**src/rtc_pkg.sv**
```systemverilog
package rtc_pkg;

  // Register byte addresses on the two-wire bus.
  localparam logic [7:0] ADDR_CTRL2 = 8'h01;
  localparam logic [7:0] ADDR_SECONDS = 8'h02;
  localparam logic [7:0] ADDR_MINUTES = 8'h03;
  localparam logic [7:0] ADDR_HOURS = 8'h04;

  // Seven-bit bus address of the device (write A2h, read A3h).
  localparam logic [6:0] SLAVE_ADDR = 7'h51;

  // Control/status field positions.
  localparam int BIT_PULSE_SEL = 4;
  localparam int BIT_ALARM_FLAG = 3;
  localparam int BIT_TIMER_FLAG = 2;
  localparam int BIT_ALARM_IE = 1;
  localparam int BIT_TIMER_IE = 0;
  localparam int BIT_LOW_VOLTAGE = 7;

  // Implemented bits of each register; the rest read as zero, except seconds bit 7, the integrity flag.
  localparam logic [7:0] CTRL2_MASK = 8'h1F;
  localparam logic [7:0] SECONDS_MASK = 8'h7F;
  localparam logic [7:0] MINUTES_MASK = 8'h7F;
  localparam logic [7:0] HOURS_MASK = 8'h3F;

  // Time counter stages, seconds first.
  localparam int TIME_STAGES = 3;
  localparam logic [2:0][7:0] TIME_ADDR = {ADDR_HOURS, ADDR_MINUTES, ADDR_SECONDS};
  localparam logic [2:0][7:0] TIME_MASK = {HOURS_MASK, MINUTES_MASK, SECONDS_MASK};
  localparam logic [2:0][7:0] TIME_LIMIT = {8'h23, 8'h59, 8'h59};
  localparam logic [7:0] TIME_RESET = 8'h00;
  localparam logic [3:0] BCD_UNIT_MAX = 4'h9;
  localparam logic [3:0] BCD_ONE = 4'h1;

  // Reset value of the integrity flag: time untrusted at start-up.
  localparam logic LOW_VOLTAGE_RESET = 1'b1;

  // Clock rate and pulse width denominators (width = 1/DEN seconds).
  localparam int unsigned CLK_HZ = 125_000_000;
  localparam int unsigned PULSE_DEN_8192 = 8192;
  localparam int unsigned PULSE_DEN_4096 = 4096;
  localparam int unsigned PULSE_DEN_128 = 128;
  localparam int unsigned PULSE_DEN_64 = 64;

  localparam logic [7:0] COUNT_ZERO = 8'h00;
  localparam logic [7:0] COUNT_ONE = 8'h01;
  localparam logic [3:0] BITS_PER_BYTE = 4'h8;

  // Countdown timer source clock.
  typedef enum logic [1:0] {
    SRC_4096HZ,
    SRC_64HZ,
    SRC_1HZ,
    SRC_1_60HZ
  } timer_src_e;

  // One register write taken from the bus.
  typedef struct packed {
    logic valid;
    logic [7:0] addr;
    logic [7:0] data;
  } bus_write_s;

  // Two-wire slave states.
  typedef enum logic [2:0] {
    ST_IDLE,
    ST_ADDR,
    ST_ACK_ADDR,
    ST_WR_BYTE,
    ST_ACK_WR,
    ST_RD_BYTE,
    ST_RD_ACK,
    ST_WAIT_STOP
  } bus_state_e;

endpackage : rtc_pkg

```
**src/bcd_incr.sv**
```systemverilog
module bcd_incr (
  // Current and limit value, two BCD digits
  input wire logic [7:0] value,
  input wire logic [7:0] limit,
  // Incremented value and carry out
  output logic [7:0] next_value,
  output logic wrap
);

  // A value at or past the limit wraps, so an out-of-range host write recovers.
  always_comb begin
    wrap = (value >= limit);
    if (wrap) begin
      next_value = rtc_pkg::TIME_RESET;
    end else if (value[3:0] >= rtc_pkg::BCD_UNIT_MAX) begin
      next_value = {value[7:4] + rtc_pkg::BCD_ONE, 4'h0};
    end else begin
      next_value = {value[7:4], value[3:0] + rtc_pkg::BCD_ONE};
    end
  end

endmodule : bcd_incr

```
**src/rtc_core.sv**
```systemverilog
//Contract
// - Level mode: interrupt active while timer flag set and timer enable on.
// - Pulse mode: timer interrupts are pulses, gated by timer enable.
// - Alarm flag with alarm enable holds interrupt active in any mode.
// - Alarm event sets alarm flag, bit 3, read back as one.
// - End of countdown sets timer flag, bit 2.
// - Flags hold until written; a write ANDs each flag with its bit.
// - Enables gate alarm flag and timer flag, or timer pulse in pulse mode; interrupt is OR of both gated conditions.
// - Pulse width 1/8192 or 1/4096 at 4096 Hz, 1/128 at 64 Hz, n=1.
// - Pulse width 1/64 s at 64 Hz n>1, and at 1 Hz and 1/60 Hz.
// - In pulse mode timer flag and interrupt turn active together.
// - A loaded count of zero stops the timer; no events follow.
// - Seconds bit 7 is the integrity flag, one at start-up.
// - Low supply sets integrity flag; only a host write clears it.
// - A stopped oscillator also sets the integrity flag.
// - Seconds in BCD: tens 0-5 in bits 6-4, units 0-9 below.
// - Minutes in BCD: tens 0-5 in bits 6-4, bit 7 unused.
// - Hours in BCD: tens 0-2 in bits 5-4, bits 7-6 unused.
// - Bus access blocks counting; one pending tick is applied afterwards.
// - Clock-stop clears the divider and halts counting.
module rtc_core #(
  parameter int unsigned TICK_CYCLES = rtc_pkg::CLK_HZ,
  parameter int unsigned PULSE_8192_CYCLES = rtc_pkg::CLK_HZ / rtc_pkg::PULSE_DEN_8192,
  parameter int unsigned PULSE_4096_CYCLES = rtc_pkg::CLK_HZ / rtc_pkg::PULSE_DEN_4096,
  parameter int unsigned PULSE_128_CYCLES = rtc_pkg::CLK_HZ / rtc_pkg::PULSE_DEN_128,
  parameter int unsigned PULSE_64_CYCLES = rtc_pkg::CLK_HZ / rtc_pkg::PULSE_DEN_64
) (
  // Clock and reset
  input wire logic clk,
  input wire logic rst,
  // Two-wire bus pins
  input wire logic scl_in,
  input wire logic sda_in,
  output logic sda_out,
  output logic sda_oe,
  // Open-drain interrupt pin
  output logic int_out,
  output logic int_oe,
  // Alarm compare and countdown timer
  input wire logic alarm_event,
  input wire logic timer_done,
  input wire rtc_pkg::timer_src_e timer_src,
  input wire logic [7:0] timer_count,
  // Supply, oscillator and clock-stop pins
  input wire logic supply_low,
  input wire logic osc_stopped,
  input wire logic clock_stop
);

  // Pin synchronisers; stage one feeds only stage two.
  logic [4:0] sync1_reg;
  logic [4:0] sync2_reg;
  logic scl_d_reg;
  logic sda_d_reg;
  logic scl_s, sda_s, supply_low_s, osc_stopped_s, clock_stop_s;

  always_ff @(posedge clk) begin
    if (rst) begin
      sync1_reg <= 5'h03;
      sync2_reg <= 5'h03;
      scl_d_reg <= 1'b1;
      sda_d_reg <= 1'b1;
    end else begin
      sync1_reg <= {clock_stop, osc_stopped, supply_low, sda_in, scl_in};
      sync2_reg <= sync1_reg;
      scl_d_reg <= sync2_reg[0];
      sda_d_reg <= sync2_reg[1];
    end
  end

  assign scl_s = sync2_reg[0];
  assign sda_s = sync2_reg[1];
  assign supply_low_s = sync2_reg[2];
  assign osc_stopped_s = sync2_reg[3];
  assign clock_stop_s = sync2_reg[4];

  logic scl_rise, scl_fall, bus_start, bus_stop;
  assign scl_rise = scl_s & ~scl_d_reg;
  assign scl_fall = ~scl_s & scl_d_reg;
  assign bus_start = scl_s & scl_d_reg & sda_d_reg & ~sda_s;
  assign bus_stop = scl_s & scl_d_reg & ~sda_d_reg & sda_s;

  // Register state.
  logic pulse_sel_reg, alarm_flag_reg, timer_flag_reg, alarm_ie_reg, timer_ie_reg;
  logic low_voltage_reg;
  logic [7:0] time_reg [rtc_pkg::TIME_STAGES];
  logic [7:0] rd_data;
  logic [7:0] ptr_reg;
  rtc_pkg::bus_write_s wr_reg;

  // Read decode; unmapped addresses and unused bits return zero.
  always_comb begin
    unique case (ptr_reg)
      rtc_pkg::ADDR_CTRL2: rd_data = {3'b000, pulse_sel_reg, alarm_flag_reg,
                                       timer_flag_reg, alarm_ie_reg, timer_ie_reg};
      rtc_pkg::ADDR_SECONDS: rd_data = {low_voltage_reg, time_reg[0][6:0]};
      rtc_pkg::ADDR_MINUTES: rd_data = time_reg[1] & rtc_pkg::MINUTES_MASK;
      rtc_pkg::ADDR_HOURS: rd_data = time_reg[2] & rtc_pkg::HOURS_MASK;
      default: rd_data = 8'h00;
    endcase
  end

  // Two-wire slave with auto-incrementing address pointer.
  rtc_pkg::bus_state_e state_reg;
  logic [3:0] bit_cnt_reg;
  logic [7:0] shift_reg;
  logic [7:0] tx_reg;
  logic rw_reg, ptr_phase_reg, ack_ok_reg, busy_reg;

  always_ff @(posedge clk) begin
    if (rst) begin
      state_reg <= rtc_pkg::ST_IDLE;
      bit_cnt_reg <= 4'h0;
      shift_reg <= 8'h00;
      tx_reg <= 8'h00;
      rw_reg <= 1'b0;
      ptr_phase_reg <= 1'b0;
      ack_ok_reg <= 1'b0;
      busy_reg <= 1'b0;
      ptr_reg <= 8'h00;
      sda_oe <= 1'b0;
      wr_reg <= '0;
    end else begin
      wr_reg.valid <= 1'b0;
      if (bus_start) begin
        state_reg <= rtc_pkg::ST_ADDR;
        bit_cnt_reg <= 4'h0;
        busy_reg <= 1'b1;
        sda_oe <= 1'b0;
      end else if (bus_stop) begin
        state_reg <= rtc_pkg::ST_IDLE;
        busy_reg <= 1'b0;
        sda_oe <= 1'b0;
      end else if (scl_rise) begin
        unique case (state_reg)
          rtc_pkg::ST_ADDR, rtc_pkg::ST_WR_BYTE, rtc_pkg::ST_RD_BYTE: begin
            shift_reg <= {shift_reg[6:0], sda_s};
            bit_cnt_reg <= bit_cnt_reg + 4'h1;
          end
          rtc_pkg::ST_RD_ACK: ack_ok_reg <= ~sda_s;
          default: ;
        endcase
      end else if (scl_fall) begin
        unique case (state_reg)
          rtc_pkg::ST_ADDR: begin
            if (bit_cnt_reg == rtc_pkg::BITS_PER_BYTE) begin
              if (shift_reg[7:1] == rtc_pkg::SLAVE_ADDR) begin
                state_reg <= rtc_pkg::ST_ACK_ADDR;
                rw_reg <= shift_reg[0];
                sda_oe <= 1'b1;
              end else begin
                state_reg <= rtc_pkg::ST_WAIT_STOP;
              end
            end
          end
          rtc_pkg::ST_ACK_ADDR: begin
            bit_cnt_reg <= 4'h0;
            if (rw_reg) begin
              state_reg <= rtc_pkg::ST_RD_BYTE;
              tx_reg <= rd_data;
              sda_oe <= ~rd_data[7];
            end else begin
              state_reg <= rtc_pkg::ST_WR_BYTE;
              ptr_phase_reg <= 1'b1;
              sda_oe <= 1'b0;
            end
          end
          rtc_pkg::ST_WR_BYTE: begin
            if (bit_cnt_reg == rtc_pkg::BITS_PER_BYTE) begin
              state_reg <= rtc_pkg::ST_ACK_WR;
              sda_oe <= 1'b1;
              ptr_phase_reg <= 1'b0;
              if (ptr_phase_reg) begin
                ptr_reg <= shift_reg;
              end else begin
                wr_reg <= '{valid: 1'b1, addr: ptr_reg, data: shift_reg};
                ptr_reg <= ptr_reg + 8'h01;
              end
            end
          end
          rtc_pkg::ST_ACK_WR: begin
            state_reg <= rtc_pkg::ST_WR_BYTE;
            bit_cnt_reg <= 4'h0;
            sda_oe <= 1'b0;
          end
          rtc_pkg::ST_RD_BYTE: begin
            if (bit_cnt_reg == rtc_pkg::BITS_PER_BYTE) begin
              state_reg <= rtc_pkg::ST_RD_ACK;
              sda_oe <= 1'b0;
              ptr_reg <= ptr_reg + 8'h01;
            end else begin
              tx_reg <= {tx_reg[6:0], 1'b0};
              sda_oe <= ~tx_reg[6];
            end
          end
          rtc_pkg::ST_RD_ACK: begin
            if (ack_ok_reg) begin
              state_reg <= rtc_pkg::ST_RD_BYTE;
              bit_cnt_reg <= 4'h0;
              tx_reg <= rd_data;
              sda_oe <= ~rd_data[7];
            end else begin
              state_reg <= rtc_pkg::ST_WAIT_STOP;
            end
          end
          rtc_pkg::ST_IDLE, rtc_pkg::ST_WAIT_STOP: ;
        endcase
      end
    end
  end

  assign sda_out = 1'b0;

  logic wr_ctrl;
  assign wr_ctrl = wr_reg.valid && (wr_reg.addr == rtc_pkg::ADDR_CTRL2);

  // Control bits; the unused upper bits are simply not stored.
  always_ff @(posedge clk) begin
    if (rst) begin
      pulse_sel_reg <= 1'b0;
      alarm_ie_reg <= 1'b0;
      timer_ie_reg <= 1'b0;
    end else if (wr_ctrl) begin
      pulse_sel_reg <= wr_reg.data[rtc_pkg::BIT_PULSE_SEL];
      alarm_ie_reg <= wr_reg.data[rtc_pkg::BIT_ALARM_IE];
      timer_ie_reg <= wr_reg.data[rtc_pkg::BIT_TIMER_IE];
    end
  end

  // Flags: a write ANDs, and a new event in the same cycle still wins.
  logic timer_accept;
  assign timer_accept = timer_done && (timer_count != rtc_pkg::COUNT_ZERO);

  always_ff @(posedge clk) begin
    if (rst) begin
      alarm_flag_reg <= 1'b0;
      timer_flag_reg <= 1'b0;
    end else begin
      alarm_flag_reg <= alarm_event |
        (alarm_flag_reg & (~wr_ctrl | wr_reg.data[rtc_pkg::BIT_ALARM_FLAG]));
      timer_flag_reg <= timer_accept |
        (timer_flag_reg & (~wr_ctrl | wr_reg.data[rtc_pkg::BIT_TIMER_FLAG]));
    end
  end

  // Pulse width chosen from source clock and loaded count.
  function automatic int unsigned pulse_width(input rtc_pkg::timer_src_e src,
                                              input logic count_is_one);
    unique case (src)
      rtc_pkg::SRC_4096HZ: pulse_width = count_is_one ? PULSE_8192_CYCLES : PULSE_4096_CYCLES;
      rtc_pkg::SRC_64HZ: pulse_width = count_is_one ? PULSE_128_CYCLES : PULSE_64_CYCLES;
      rtc_pkg::SRC_1HZ, rtc_pkg::SRC_1_60HZ: pulse_width = PULSE_64_CYCLES;
    endcase
  endfunction : pulse_width

  int unsigned pulse_cnt_reg;

  // Loaded on the same edge that sets the timer flag, so both rise together.
  always_ff @(posedge clk) begin
    if (rst) begin
      pulse_cnt_reg <= 0;
    end else if (timer_accept) begin
      pulse_cnt_reg <= pulse_width(timer_src, timer_count == rtc_pkg::COUNT_ONE);
    end else if (pulse_cnt_reg != 0) begin
      pulse_cnt_reg <= pulse_cnt_reg - 1;
    end
  end

  logic timer_irq, alarm_irq;
  assign timer_irq = timer_ie_reg & (pulse_sel_reg ? (pulse_cnt_reg != 0) : timer_flag_reg);
  assign alarm_irq = alarm_ie_reg & alarm_flag_reg;
  assign int_oe = alarm_irq | timer_irq;
  assign int_out = 1'b0;

  // Integrity flag: monitors set it, only a host write of zero clears it.
  logic wr_seconds;
  assign wr_seconds = wr_reg.valid && (wr_reg.addr == rtc_pkg::ADDR_SECONDS);

  always_ff @(posedge clk) begin
    if (rst) begin
      low_voltage_reg <= rtc_pkg::LOW_VOLTAGE_RESET;
    end else if (supply_low_s || osc_stopped_s) begin
      low_voltage_reg <= 1'b1;
    end else if (wr_seconds) begin
      low_voltage_reg <= wr_reg.data[rtc_pkg::BIT_LOW_VOLTAGE];
    end
  end

  // Second divider; clock-stop holds it cleared so counting restarts whole.
  int unsigned div_cnt_reg;
  logic tick;
  assign tick = (div_cnt_reg == TICK_CYCLES - 1);

  always_ff @(posedge clk) begin
    if (rst || clock_stop_s || tick) begin
      div_cnt_reg <= 0;
    end else begin
      div_cnt_reg <= div_cnt_reg + 1;
    end
  end

  // Only one tick can wait, so a bus access must finish within a second.
  logic pending_reg, step;
  assign step = ~busy_reg & ~clock_stop_s & (tick | pending_reg);

  always_ff @(posedge clk) begin
    if (rst || clock_stop_s) begin
      pending_reg <= 1'b0;
    end else if (busy_reg && tick) begin
      pending_reg <= 1'b1;
    end else if (step) begin
      pending_reg <= 1'b0;
    end
  end

  // Carry chain through seconds, minutes and hours.
  logic [rtc_pkg::TIME_STAGES:0] carry;
  logic [7:0] inc_value [rtc_pkg::TIME_STAGES];
  logic [rtc_pkg::TIME_STAGES-1:0] wrap;
  assign carry[0] = step;

  genvar i;
  generate
    for (i = 0; i < rtc_pkg::TIME_STAGES; i++) begin : g_time
      bcd_incr u_incr (
        .value(time_reg[i]),
        .limit(rtc_pkg::TIME_LIMIT[i]),
        .next_value(inc_value[i]),
        .wrap(wrap[i])
      );
      assign carry[i+1] = carry[i] & wrap[i];

      always_ff @(posedge clk) begin
        if (rst) begin
          time_reg[i] <= rtc_pkg::TIME_RESET;
        end else if (wr_reg.valid && (wr_reg.addr == rtc_pkg::TIME_ADDR[i])) begin
          time_reg[i] <= wr_reg.data & rtc_pkg::TIME_MASK[i];
        end else if (carry[i]) begin
          time_reg[i] <= inc_value[i];
        end
      end
    end
  endgenerate

  property p_level_irq;
    @(posedge clk) disable iff (rst)
      (!pulse_sel_reg && timer_ie_reg && timer_flag_reg) |-> int_oe;
  endproperty
  a_level_irq: assert property (p_level_irq) else $error("level timer irq missing");

  property p_alarm_hold;
    @(posedge clk) disable iff (rst) (alarm_flag_reg && alarm_ie_reg) |-> int_oe;
  endproperty
  a_alarm_hold: assert property (p_alarm_hold) else $error("alarm irq not held");

  property p_alarm_set;
    @(posedge clk) disable iff (rst) alarm_event |=> alarm_flag_reg;
  endproperty
  a_alarm_set: assert property (p_alarm_set) else $error("alarm flag not set");

  property p_flag_clear;
    @(posedge clk) disable iff (rst)
      (wr_ctrl && !wr_reg.data[rtc_pkg::BIT_TIMER_FLAG] && !timer_done) |=> !timer_flag_reg;
  endproperty
  a_flag_clear: assert property (p_flag_clear) else $error("timer flag not cleared");

  property p_pulse_together;
    @(posedge clk) disable iff (rst)
      ($rose(timer_flag_reg) && pulse_sel_reg && timer_ie_reg) |-> int_oe;
  endproperty
  a_pulse_together: assert property (p_pulse_together) else $error("pulse late");

  property p_count_zero;
    @(posedge clk) disable iff (rst)
      (timer_done && timer_count == rtc_pkg::COUNT_ZERO && !timer_flag_reg)
      |=> !timer_flag_reg;
  endproperty
  a_count_zero: assert property (p_count_zero) else $error("stopped timer fired");

  property p_width_64;
    @(posedge clk) disable iff (rst)
      (timer_accept && timer_src == rtc_pkg::SRC_64HZ && timer_count > rtc_pkg::COUNT_ONE)
      |=> pulse_cnt_reg == PULSE_64_CYCLES;
  endproperty
  a_width_64: assert property (p_width_64) else $error("wrong pulse width");

  property p_vl_startup;
    @(posedge clk) disable iff (rst) $fell(rst) |-> low_voltage_reg;
  endproperty
  a_vl_startup: assert property (p_vl_startup) else $error("integrity flag not set");

  property p_vl_supply;
    @(posedge clk) disable iff (rst) supply_low_s |=> low_voltage_reg ##1 low_voltage_reg;
  endproperty
  a_vl_supply: assert property (p_vl_supply) else $error("low supply not flagged");

  property p_blocked;
    @(posedge clk) disable iff (rst)
      (busy_reg && !wr_reg.valid) |=> $stable(time_reg[0]);
  endproperty
  a_blocked: assert property (p_blocked) else $error("count during access");

  property p_sec_roll;
    @(posedge clk) disable iff (rst)
      (step && time_reg[0] == 8'h59 && !wr_reg.valid) |=> time_reg[0] == 8'h00;
  endproperty
  a_sec_roll: assert property (p_sec_roll) else $error("seconds roll wrong");

endmodule : rtc_core

```
**config.mk**
```make
export PLATFORM = sky130hd
export DESIGN_NAME = rtc_core
export DESIGN_NICKNAME = d
export VERILOG_FILES = /design/src/rtc_pkg.sv /design/src/bcd_incr.sv /design/src/rtc_core.sv
export SDC_FILE = /design/constraint.sdc
export NUM_CORES = 1
export LEC_CHECK = 0
export ABC_AREA = 1
export BUFFER_PORTS_ARGS = -buffer_cell sky130_fd_sc_hd__buf_2
export CAP_MARGIN = 30
export CORE_UTILIZATION = 40
export CTS_BUF_LIST = sky130_fd_sc_hd__clkbuf_4 sky130_fd_sc_hd__clkbuf_8
export CTS_CLUSTER_DIAMETER = 60
export DETAILED_ROUTE_END_ITERATION = 8
export GPL_TIMING_DRIVEN = 1
export PLACE_DENSITY = 0.53
export SKIP_CTS_REPAIR_TIMING = 1
export SYNTH_ARGS = -nofsm -noshare
export SYNTH_HDL_FRONTEND = slang
export SYNTH_SLANG_ARGS = --single-unit
```
**constraint.sdc**
```tcl
create_clock -name clk -period 2 [get_ports clk]
set_input_delay 0.3 -clock clk [delete_from_list [all_inputs] [get_ports clk]]
set_output_delay 0.3 -clock clk [all_outputs]
set_load 0.02 [all_outputs]
```
# Word-level counts from Yosys, hierarchy flattened
# Memory sizes are Yosys's and may differ from the RTL's.
# Cells that the tools add are included.
# op_classes
reduce_logical,41
muxes,81
add_sub_neg,10
n_lt_le_gt_ge,6
n_eq_ne,35
bitwise_logic,43
# op_table
op,n
8-bit 2-to-1 mux,15
32-bit one-hot mux with 3 select lines,1
32-bit 2-to-1 mux,2
1-bit 2-to-1 mux,40
7-bit AND reduction,5
32-bit by 1-bit adder with 32-bit output (second input constant),1
32-bit by 27-bit equality test with 1-bit output (second input constant),1
8-bit by 2-bit equality test with 1-bit output (second input constant),4
8-bit one-hot mux with 4 select lines,1
32-bit nonzero test,1
32-bit by 1-bit subtractor with 32-bit output (second input constant),1
4-bit by 1-bit adder with 4-bit output (second input constant),7
8-bit by 1-bit equality test with 1-bit output (second input constant),3
21-bit 2-to-1 mux,1
7-bit 2-to-1 mux,3
7-bit one-hot mux with 3 select lines,1
3-bit one-hot mux with 6 select lines,1
17-bit 2-to-1 mux,1
8-bit by 3-bit equality test with 1-bit output (second input constant),2
8-bit by 7-bit greater-or-equal comparator with 1-bit output (second input constant),2
4-bit 2-to-1 mux,4
2-bit inequality test (second input constant),8
1-bit inverter,16
8-bit one-hot mux with 2 select lines,1
36 further kinds,94
# word_totals
memories,1
output_inout_bits,4
ff_bits,135
mem_bits_rw,24
# memory_table
memory,depth,word_bits,rd,rd_ports_with_merged_regs,wr,line_no,source
time_reg,3,8,3,0,3,rtc_core.sv:86,logic [7:0] time_reg [rtc_pkg::TIME_STAGES];

# Depth between registers and ports, before layout
# Gate-level depths: netlist of run 1.
# logic_depth
word_depth,10
depth_mapped,13

# Cells and area by module
# A second synthesis of run 1 with hierarchy kept.
# unflattened
cells_unflattened,1502
area_unflattened_um2,10196.0
# by_module_without_submodules
mod,instances,seq_area_each_um2,area_each_um2,cells_per_inst
rtc_core,1,3423.3,8799.7,1268
bcd_incr,3,0.0,465.4,78

# Worst setup path before layout of run 1
# Ideal clock, no wire load.
# synth_path
path_type,reg2reg
startpoint,memory time_reg[1][1]
endpoint,memory time_reg[2][4] (enable)
required_time_ns,1.696
slack_ns,0.065
path_stages_with_launch,13
path_buffers,0
setup_time_ns,0.304
t_arrival_ns,1.631
synth_period_minus_slack_ns,1.935
path_cell_list,edfxtp_1 -> inv_1 -> ha_1 -> nor2_1 -> nand2_1 -> nand3_1 -> nand2_1 -> inv_1 -> nor2_2 -> nand4_4 -> nand3_2 -> nand2_1 -> inv_1
# synth_rtl
item,line_no
start: declaration,rtc_core.sv:86

# Worst setup path after layout of run 1
# layout_path
startpoint,register pulse_cnt_reg[1]
endpoint,output port int_oe
# layout_between
elab_chain_cells,4
# layout_lines
item,line_no,source
start: declaration,rtc_core.sv:256,int unsigned pulse_cnt_reg;
start signal: assignment,rtc_core.sv:263,"pulse_cnt_reg <= pulse_width(timer_src, timer_count == rtc_pkg::COUNT_ONE);"
start signal: assignment,rtc_core.sv:265,pulse_cnt_reg <= pulse_cnt_reg - 1;
32-bit nonzero test,rtc_core.sv:270,assign timer_irq = timer_ie_reg & (pulse_sel_reg ? (pulse_cnt_reg != 0) : timer_flag_reg);
1-bit 2-to-1 mux,rtc_core.sv:270,
1-bit bitwise AND,rtc_core.sv:270,
1-bit bitwise OR,rtc_core.sv:272,assign int_oe = alarm_irq | timer_irq;
end: declaration,rtc_core.sv:38,"output logic int_oe,"
# No other way between the ends.

==> flow_metrics.py, run 1 <==
metrics = {
    "placement": {
        "dpl_cell_area_um2": 9578,
        "placed_cells": 1584,
        "io_buffers": 20,
        "place_congestion": 0.8858,
        "dpl.hpwl_um": 16820,
    },
    "floorplan": {
        "die-area_um2": 22690,
        "start_util_pct": 40.61,
        "die_w_um": 150.6,
        "core_area_um2": 21760,
        "ios": 23,
        "die_h_um": 150.6,
        "rows": 54,
    },
    "synthesis": {
        "synthFlopType": "dfxtp_1",
        "ys_async_sr_fraction_pct": 0,
        "synth_area_per_cell_um2": 7.057,
        "ys_ff_latch": 159,
        "ys_warn_count": 0,
        "ys_types": 48,
        "syn_inst": 1252,
        "synth_top_area_cell": "dfxtp_1",
        "ys_seq_area_share_pct": 38.74,
        "synth_top_area_share_pct": 30.59,
        "netlist_top_cells_area": "dfxtp_1 (31%), nand2_1 (10%), edfxtp_1 (8.2%)",
        "synth_area_um2": 8836,
        "synth_edf_count": 24,
    },
    "run_status": {
        "status": "complete, but fails checks",
        "violations": "negative setup slack",
    },
    "global_route": {
        "grt_pass1_wl_um": 35890,
        "overflow": 0,
        "grt_max_degree": 49,
        "grt_usage_pct": 20.22,
        "grt_antenna_before_repair": 0,
        "grt_pass1_vias": 7328,
    },
    "timing": {
        "finalSetupViolations": 1,
        "maxSlewViolCount": 0,
        "hold_viol_final": 0,
        "fmax_ghz": 0.4585,
        "rsz0062_at_grt": "yes",
        "tightest_slew_ps": 516.2,
        "worst_slew_margin_rel_pct": 65.46,
        "hold_slack_ps": 35.76,
        "min_period_over_period_pct": 109.1,
        "period_minus_slack_ps": 2181,
        "fin_skew_ps": 15.16,
        "final.setup.worst_slack_ps": -181.0,
    },
    "worst_setup_path": {
        "r2r_end": "time_reg[2][5]$_SDFFCE_PN0P_",
        "cp-start-kind": "register",
        "crit_path_end": "int_oe",
        "timing.critical_path.from": "pulse_cnt_reg[1]$_SDFFE_PP0P_",
        "reg2reg_depth": 10,
        "cp.arrival_ps": 1880,
        "endpoint_kind": "primary output",
        "reg2reg_from": "time_reg[0][0]$_DFFE_PP_",
        "path_class": "register to primary output",
        "critPathRequiredTime_ps": 1700,
        "r2r_slack_ps": 90,
        "path_max_fanout": 3,
    },
    "detailed_routing": {
        "first_pass_iters": 5,
        "wl_per_cell_um": 13.80,
        "drtIter0Drc": 460,
        "detail-route-antenna-nets": 0,
        "drcViolationCount": 0,
        "wl_um": 22440,
        "vias": 8080,
        "viasPerCell": 4.969,
    },
    "clocking": {
        "cts_tree": "yes",
        "clockBufferDepth": 2,
        "clock-sinks": 159,
        "clkTransAtPathRegs_ps": 90,
        "cts_buffers": 17,
        "cts_htree_levels": 4,
        "root_buffer": "clkbuf_8",
        "insertion_delay_ps": 440,
    },
    "power": {
        "peakVddDrop_mv": 0.3791,
        "power_density_nw_per_um2": 623.4,
        "leakage_nw": 4.117,
    },
    "worst_hold_path": {
        "hold_class": "input pin to register",
    },
    "final_layout": {
        "drive_gt1_share_pct": 17.38,
        "utilization_pct": 47.00,
        "final_cell_area_um2": 10220,
        "syn_to_final_growth_pct": 15.72,
        "nets": 1380,
        "fin_cells": 1626,
        "diodes": 0,
    },
    "flow_run": {
        "maxCapViolations": 0,
    },
}
==> final cells by class <==
type                    count  area, um2
clock buffers              20      256.5
fillers                  2263      11530
clock inverters            10      113.9
well taps                 280      350.3
repair buffers             83      608.1
flip-flops and latches    159       3432
inverters                 166      625.6
multi-input cells         908       4838
==> worst max-delay path, stage by stage, from the launching register on <==
cell	delay [ps]
dfxtp_2	330
inv_2	70
ha_4	160
nand3_4	100
nor2_4	130
nand3_4	90
nor2_4	180
nand2_2	50
o211ai_1	100
nand2_1	90
buf_6	130
==> through the flow <==
stage / setup TNS [ps] / setup slack, ps / power, mW
finish: -181.0 / -181.0 / 6.374
detailed placement: 0 / 25.81 / 4.041
global placement: 0 / 65.87 / 4.042
floorplan: 0 / 64.59 / 3.854
global route: -386.4 / -359.5 / 6.681
CTS: -419.1 / -419.1 / 6.406
==> routing by layer <==
| layer | GRT usage [%] | vias up | part of all wire [%] |
|---|---|---|---|
| met5 | 0 | - | 0 |
| met4 | 6.300 | 0 | 2.2 |
| met3 | 4.182 | 31 | 4.3 |
| met2 | 32.37 | 160 | 45 |
| met1 | 27.16 | 3650 | 48 |
| li1 | - | 4239 | - |
==> how the worst min path moves through the flow <==
| stage | cells after the start | startpoint | slack [ps] | to |
|---|---|---|---|---|
| floorplan | 2 | sync1_reg[2]$_SDFF_PP0_ | 390 | sync2_reg[2]$_SDFF_PP0_ |
| CTS | 2 | scl_in | 5 | sync1_reg[0]$_SDFF_PP1_ |
| global placement | 2 | sync1_reg[2]$_SDFF_PP0_ | 400 | sync2_reg[2]$_SDFF_PP0_ |
| finish | 2 | scl_in | 40 | sync1_reg[0]$_SDFF_PP1_ |
| detailed placement | 2 | sync1_reg[2]$_SDFF_PP0_ | 400 | sync2_reg[2]$_SDFF_PP0_ |
| global route | 2 | scl_in | 7 | sync1_reg[0]$_SDFF_PP1_ |
==> report_power, final <==
group | total (mW) | internal [mW] | switching, mW
logic | 0.635 | 0.238 | 0.397
registers | 3.40 | 3.32 | 0.0765
clock network | 2.34 | 1.14 | 1.21
==> Yosys cell counts (2+ instances only) <==
| cell | count |
|---|---|
| a211oi_1 | 2 |
| a21oi_1 | 87 |
| a31oi_1 | 6 |
| buf_2 | 6 |
| buf_4 | 8 |
| clkbuf_1 | 9 |
| dfxtp_1 | 135 |
| edfxtp_1 | 24 |
| ha_1 | 26 |
| inv_1 | 154 |
| inv_2 | 12 |
| nand2_1 | 247 |
| nand2_2 | 17 |
| nand3_1 | 71 |
| nand3_2 | 6 |
| nand3b_1 | 4 |
| nand4_1 | 29 |
| nor2_1 | 171 |
| nor2_2 | 17 |
| nor2_4 | 9 |
| nor3_1 | 43 |
| nor3_2 | 4 |
| nor3b_1 | 6 |
| nor3b_2 | 5 |
| nor4_1 | 4 |
| o211ai_1 | 2 |
| o21a_1 | 2 |
| o21ai_0 | 69 |
| o21ai_1 | 21 |
| o22ai_1 | 4 |
| or2_0 | 3 |
| or2_2 | 8 |
| xnor2_1 | 11 |
| xor2_1 | 16 |
==> placed cells by master (no fill, tap or decap), types with 7 or more instances in the layout <==
cell type | synthesis | routed
nor2_1 | 171 | 161
xor2_1 | 16 | 16
nor3_1 | 43 | 41
o21ai_1 | 21 | 21
o21ai_0 | 69 | 69
a21oi_1 | 87 | 85
inv_2 | 12 | 17
nand3_1 | 71 | 70
nor2_4 | 9 | 16
nand2_2 | 17 | 21
ha_1 | 26 | 23
dfxtp_2 | 0 | 7
inv_1 | 154 | 148
edfxtp_1 | 24 | 24
buf_2 | 6 | 19
nand4_1 | 29 | 29
dfxtp_1 | 135 | 128
or2_2 | 8 | 8
nand2_1 | 247 | 242
xnor2_1 | 11 | 11
nor2_2 | 17 | 20
buf_4 | 8 | 60
clkbuf_8 | 0 | 17
==> kinds of logic after synthesis <==
family | synth area share [%]
and+or+nand+nor | 34.52
AOI/OAI and AO/OA | 11.75
buffers and inverters | 8.581
DFF | 38.74
xor gates and xnor gates | 2.676
adders and majority gates | 3.682
other | 0.04244
Note: power is estimated with default switching activity, not from simulation.
==> run 2, diff against run 1 <==
--- a/config.mk
+++ b/config.mk
@@ -6,14 +6,14 @@
 export NUM_CORES = 1
 export LEC_CHECK = 0
 export ABC_AREA = 1
-export BUFFER_PORTS_ARGS = -buffer_cell sky130_fd_sc_hd__buf_2
 export CAP_MARGIN = 30
 export CORE_UTILIZATION = 40
 export CTS_BUF_LIST = sky130_fd_sc_hd__clkbuf_4 sky130_fd_sc_hd__clkbuf_8
 export CTS_CLUSTER_DIAMETER = 60
 export DETAILED_ROUTE_END_ITERATION = 8
+export DONT_BUFFER_PORTS = 1
 export GPL_TIMING_DRIVEN = 1
-export PLACE_DENSITY = 0.53
+export PLACE_DENSITY = 0.52
 export SKIP_CTS_REPAIR_TIMING = 1
 export SYNTH_ARGS = -nofsm -noshare
 export SYNTH_HDL_FRONTEND = slang
==> run 2 against run 1 <==
  * The run still ends with negative setup slack left
  * Combinational power fell by 4.1%
  * Sequential power about the same
  * Clock power rose by 16%
  * Die area unchanged
  * Total power up 5.5%
  * Worst hold slack worse by 2.8 ps
  * Clock-buffer cell count stayed put
==> flow_metrics.py, run 2 (synthesized netlist as in run 1, its figures left out) <==
metrics = {
    "flow_run": {
        "maxCapViolations": 0,
    },
    "global_route": {
        "grt_antenna_before_repair": 0,
        "grt_usage_pct": 21.23,
        "overflow": 0,
        "grt_pass1_wl_um": 37470,
        "grt_max_degree": 49,
        "grt_pass1_vias": 7501,
    },
    "timing": {
        "hold_slack_ps": 32.98,
        "hold_viol_final": 0,
        "worst_slew_margin_rel_pct": 60.36,
        "tightest_slew_ps": 592.4,
        "min_period_over_period_pct": 109.7,
        "final.setup.worst_slack_ps": -193.6,
        "finalSetupViolations": 1,
        "maxSlewViolCount": 0,
        "rsz0062_at_grt": "yes",
        "period_minus_slack_ps": 2194,
        "fin_skew_ps": 16.31,
        "fmax_ghz": 0.4559,
    },
    "clocking": {
        "cts_buffers": 17,
        "clock-sinks": 159,
        "cts_htree_levels": 4,
        "clkTransAtPathRegs_ps": 100,
        "cts_tree": "yes",
        "root_buffer": "clkbuf_8",
        "clockBufferDepth": 2,
        "insertion_delay_ps": 460,
    },
    "floorplan": {
        "die_w_um": 150.6,
        "core_area_um2": 21760,
        "start_util_pct": 40.61,
        "ios": 23,
        "die_h_um": 150.6,
        "rows": 54,
        "die-area_um2": 22690,
    },
    "detailed_routing": {
        "drtIter0Drc": 498,
        "vias": 7999,
        "wl_per_cell_um": 14.45,
        "viasPerCell": 4.984,
        "wl_um": 23190,
        "first_pass_iters": 5,
        "detail-route-antenna-nets": 0,
        "drcViolationCount": 0,
    },
    "placement": {
        "io_buffers": 0,
        "place_congestion": 0.9132,
        "dpl.hpwl_um": 17300,
        "dp_slack_ps": 17.91,
    },
    "final_layout": {
        "layout_commonest_cell": "nand2_1",
        "nets": 1357,
        "most-common-layout-cells": "nand2_1 (243), nor2_1 (167), inv_1 (147), dfxtp_1 (131), a21oi_1 (83)",
        "diodes": 0,
        "drive_gt1_share_pct": 15.02,
        "syn_to_final_growth_pct": 15.04,
    },
    "power": {
        "power_density_nw_per_um2": 661.8,
        "fin_total_pwr_mw": 6.727,
        "peakVddDrop_mv": 0.3995,
        "leakage_nw": 4.055,
    },
    "worst_setup_path": {
        "cp.arrival_ps": 1890,
        "endpoint_kind": "primary output",
        "path_class": "register to primary output",
        "path_max_fanout": 3,
        "cp-start-kind": "register",
        "critPathRequiredTime_ps": 1700,
    },
    "run_status": {
        "violations": "negative setup slack",
        "status": "complete, but fails checks",
    },
    "worst_hold_path": {
        "hold_class": "input pin to register",
    },
}
-- run 2: stage by stage --
stage | area, um2 | instances | TNS (ps) | util, %
final | 10160 | 1605 | -193.6 | 46.72
after detailed placement | 9448 | 1560 | 0 | 43.43
after floorplan | 8855 | 1257 | 0 | -
after CTS | 9902 | 1592 | -484.5 | 45.51
after global routing | 10160 | 1605 | -436.4 | 46.72
after global placement | 9448 | 1560 | 0 | 43.43
-- run 2: worst paths after layout --
kind | start | to | slack (ps) | depth (start not counted)
max | pulse_cnt_reg[0]$_SDFFE_PP0P_ | int_oe | -190 | 9
max reg2reg | time_reg[0][1]$_DFFE_PP_ | time_reg[2][0]$_SDFFCE_PN0P_ | 110 | 12
min | rst | low_voltage_reg$_SDFFE_PP1P_ | 30 | 2
min reg2reg | sync1_reg[3]$_SDFF_PP0_ | sync2_reg[3]$_SDFF_PP0_ | 410 | 2
-- run 2: cell type report --
type                            instances  area (um2)
Timing Repair Buffer                   60       519.2
Sequential cell                       159        3428
Clock buffer                           20       269.0
Fill cell                            2254       11590
Multi-Input combinational cell        908        4790
Tap cell                              280       350.3
Clock inverter                         12       185.2
Inverter                              166       623.1
-- run 2: worst max-delay path, cell delays in order, from the launching register on --
cell,delay [ps]
dfxtp_2,340
inv_2,80
ha_4,160
nand3_4,90
nor2_4,150
nand3_4,100
nor2_4,170
nand2_1,80
o211ai_1,100
nand2_2,150
-- run 2: power breakdown --
| part | switching [mW] | internal [mW] |
|---|---|---|
| Combinational | 0.388 | 0.220 |
| Sequential | 0.0755 | 3.32 |
| Clock | 1.27 | 1.45 |
| Total | 1.74 | 4.99 |
-- run 2: layer usage --
layer	track usage, %	vias up	part of all wire (%)
met3	3.485	13	3.8
met4	4.800	0	0.85
li1	-	4197	-
met1	29.64	3643	50
met2	34.12	146	45
met5	0	-	0
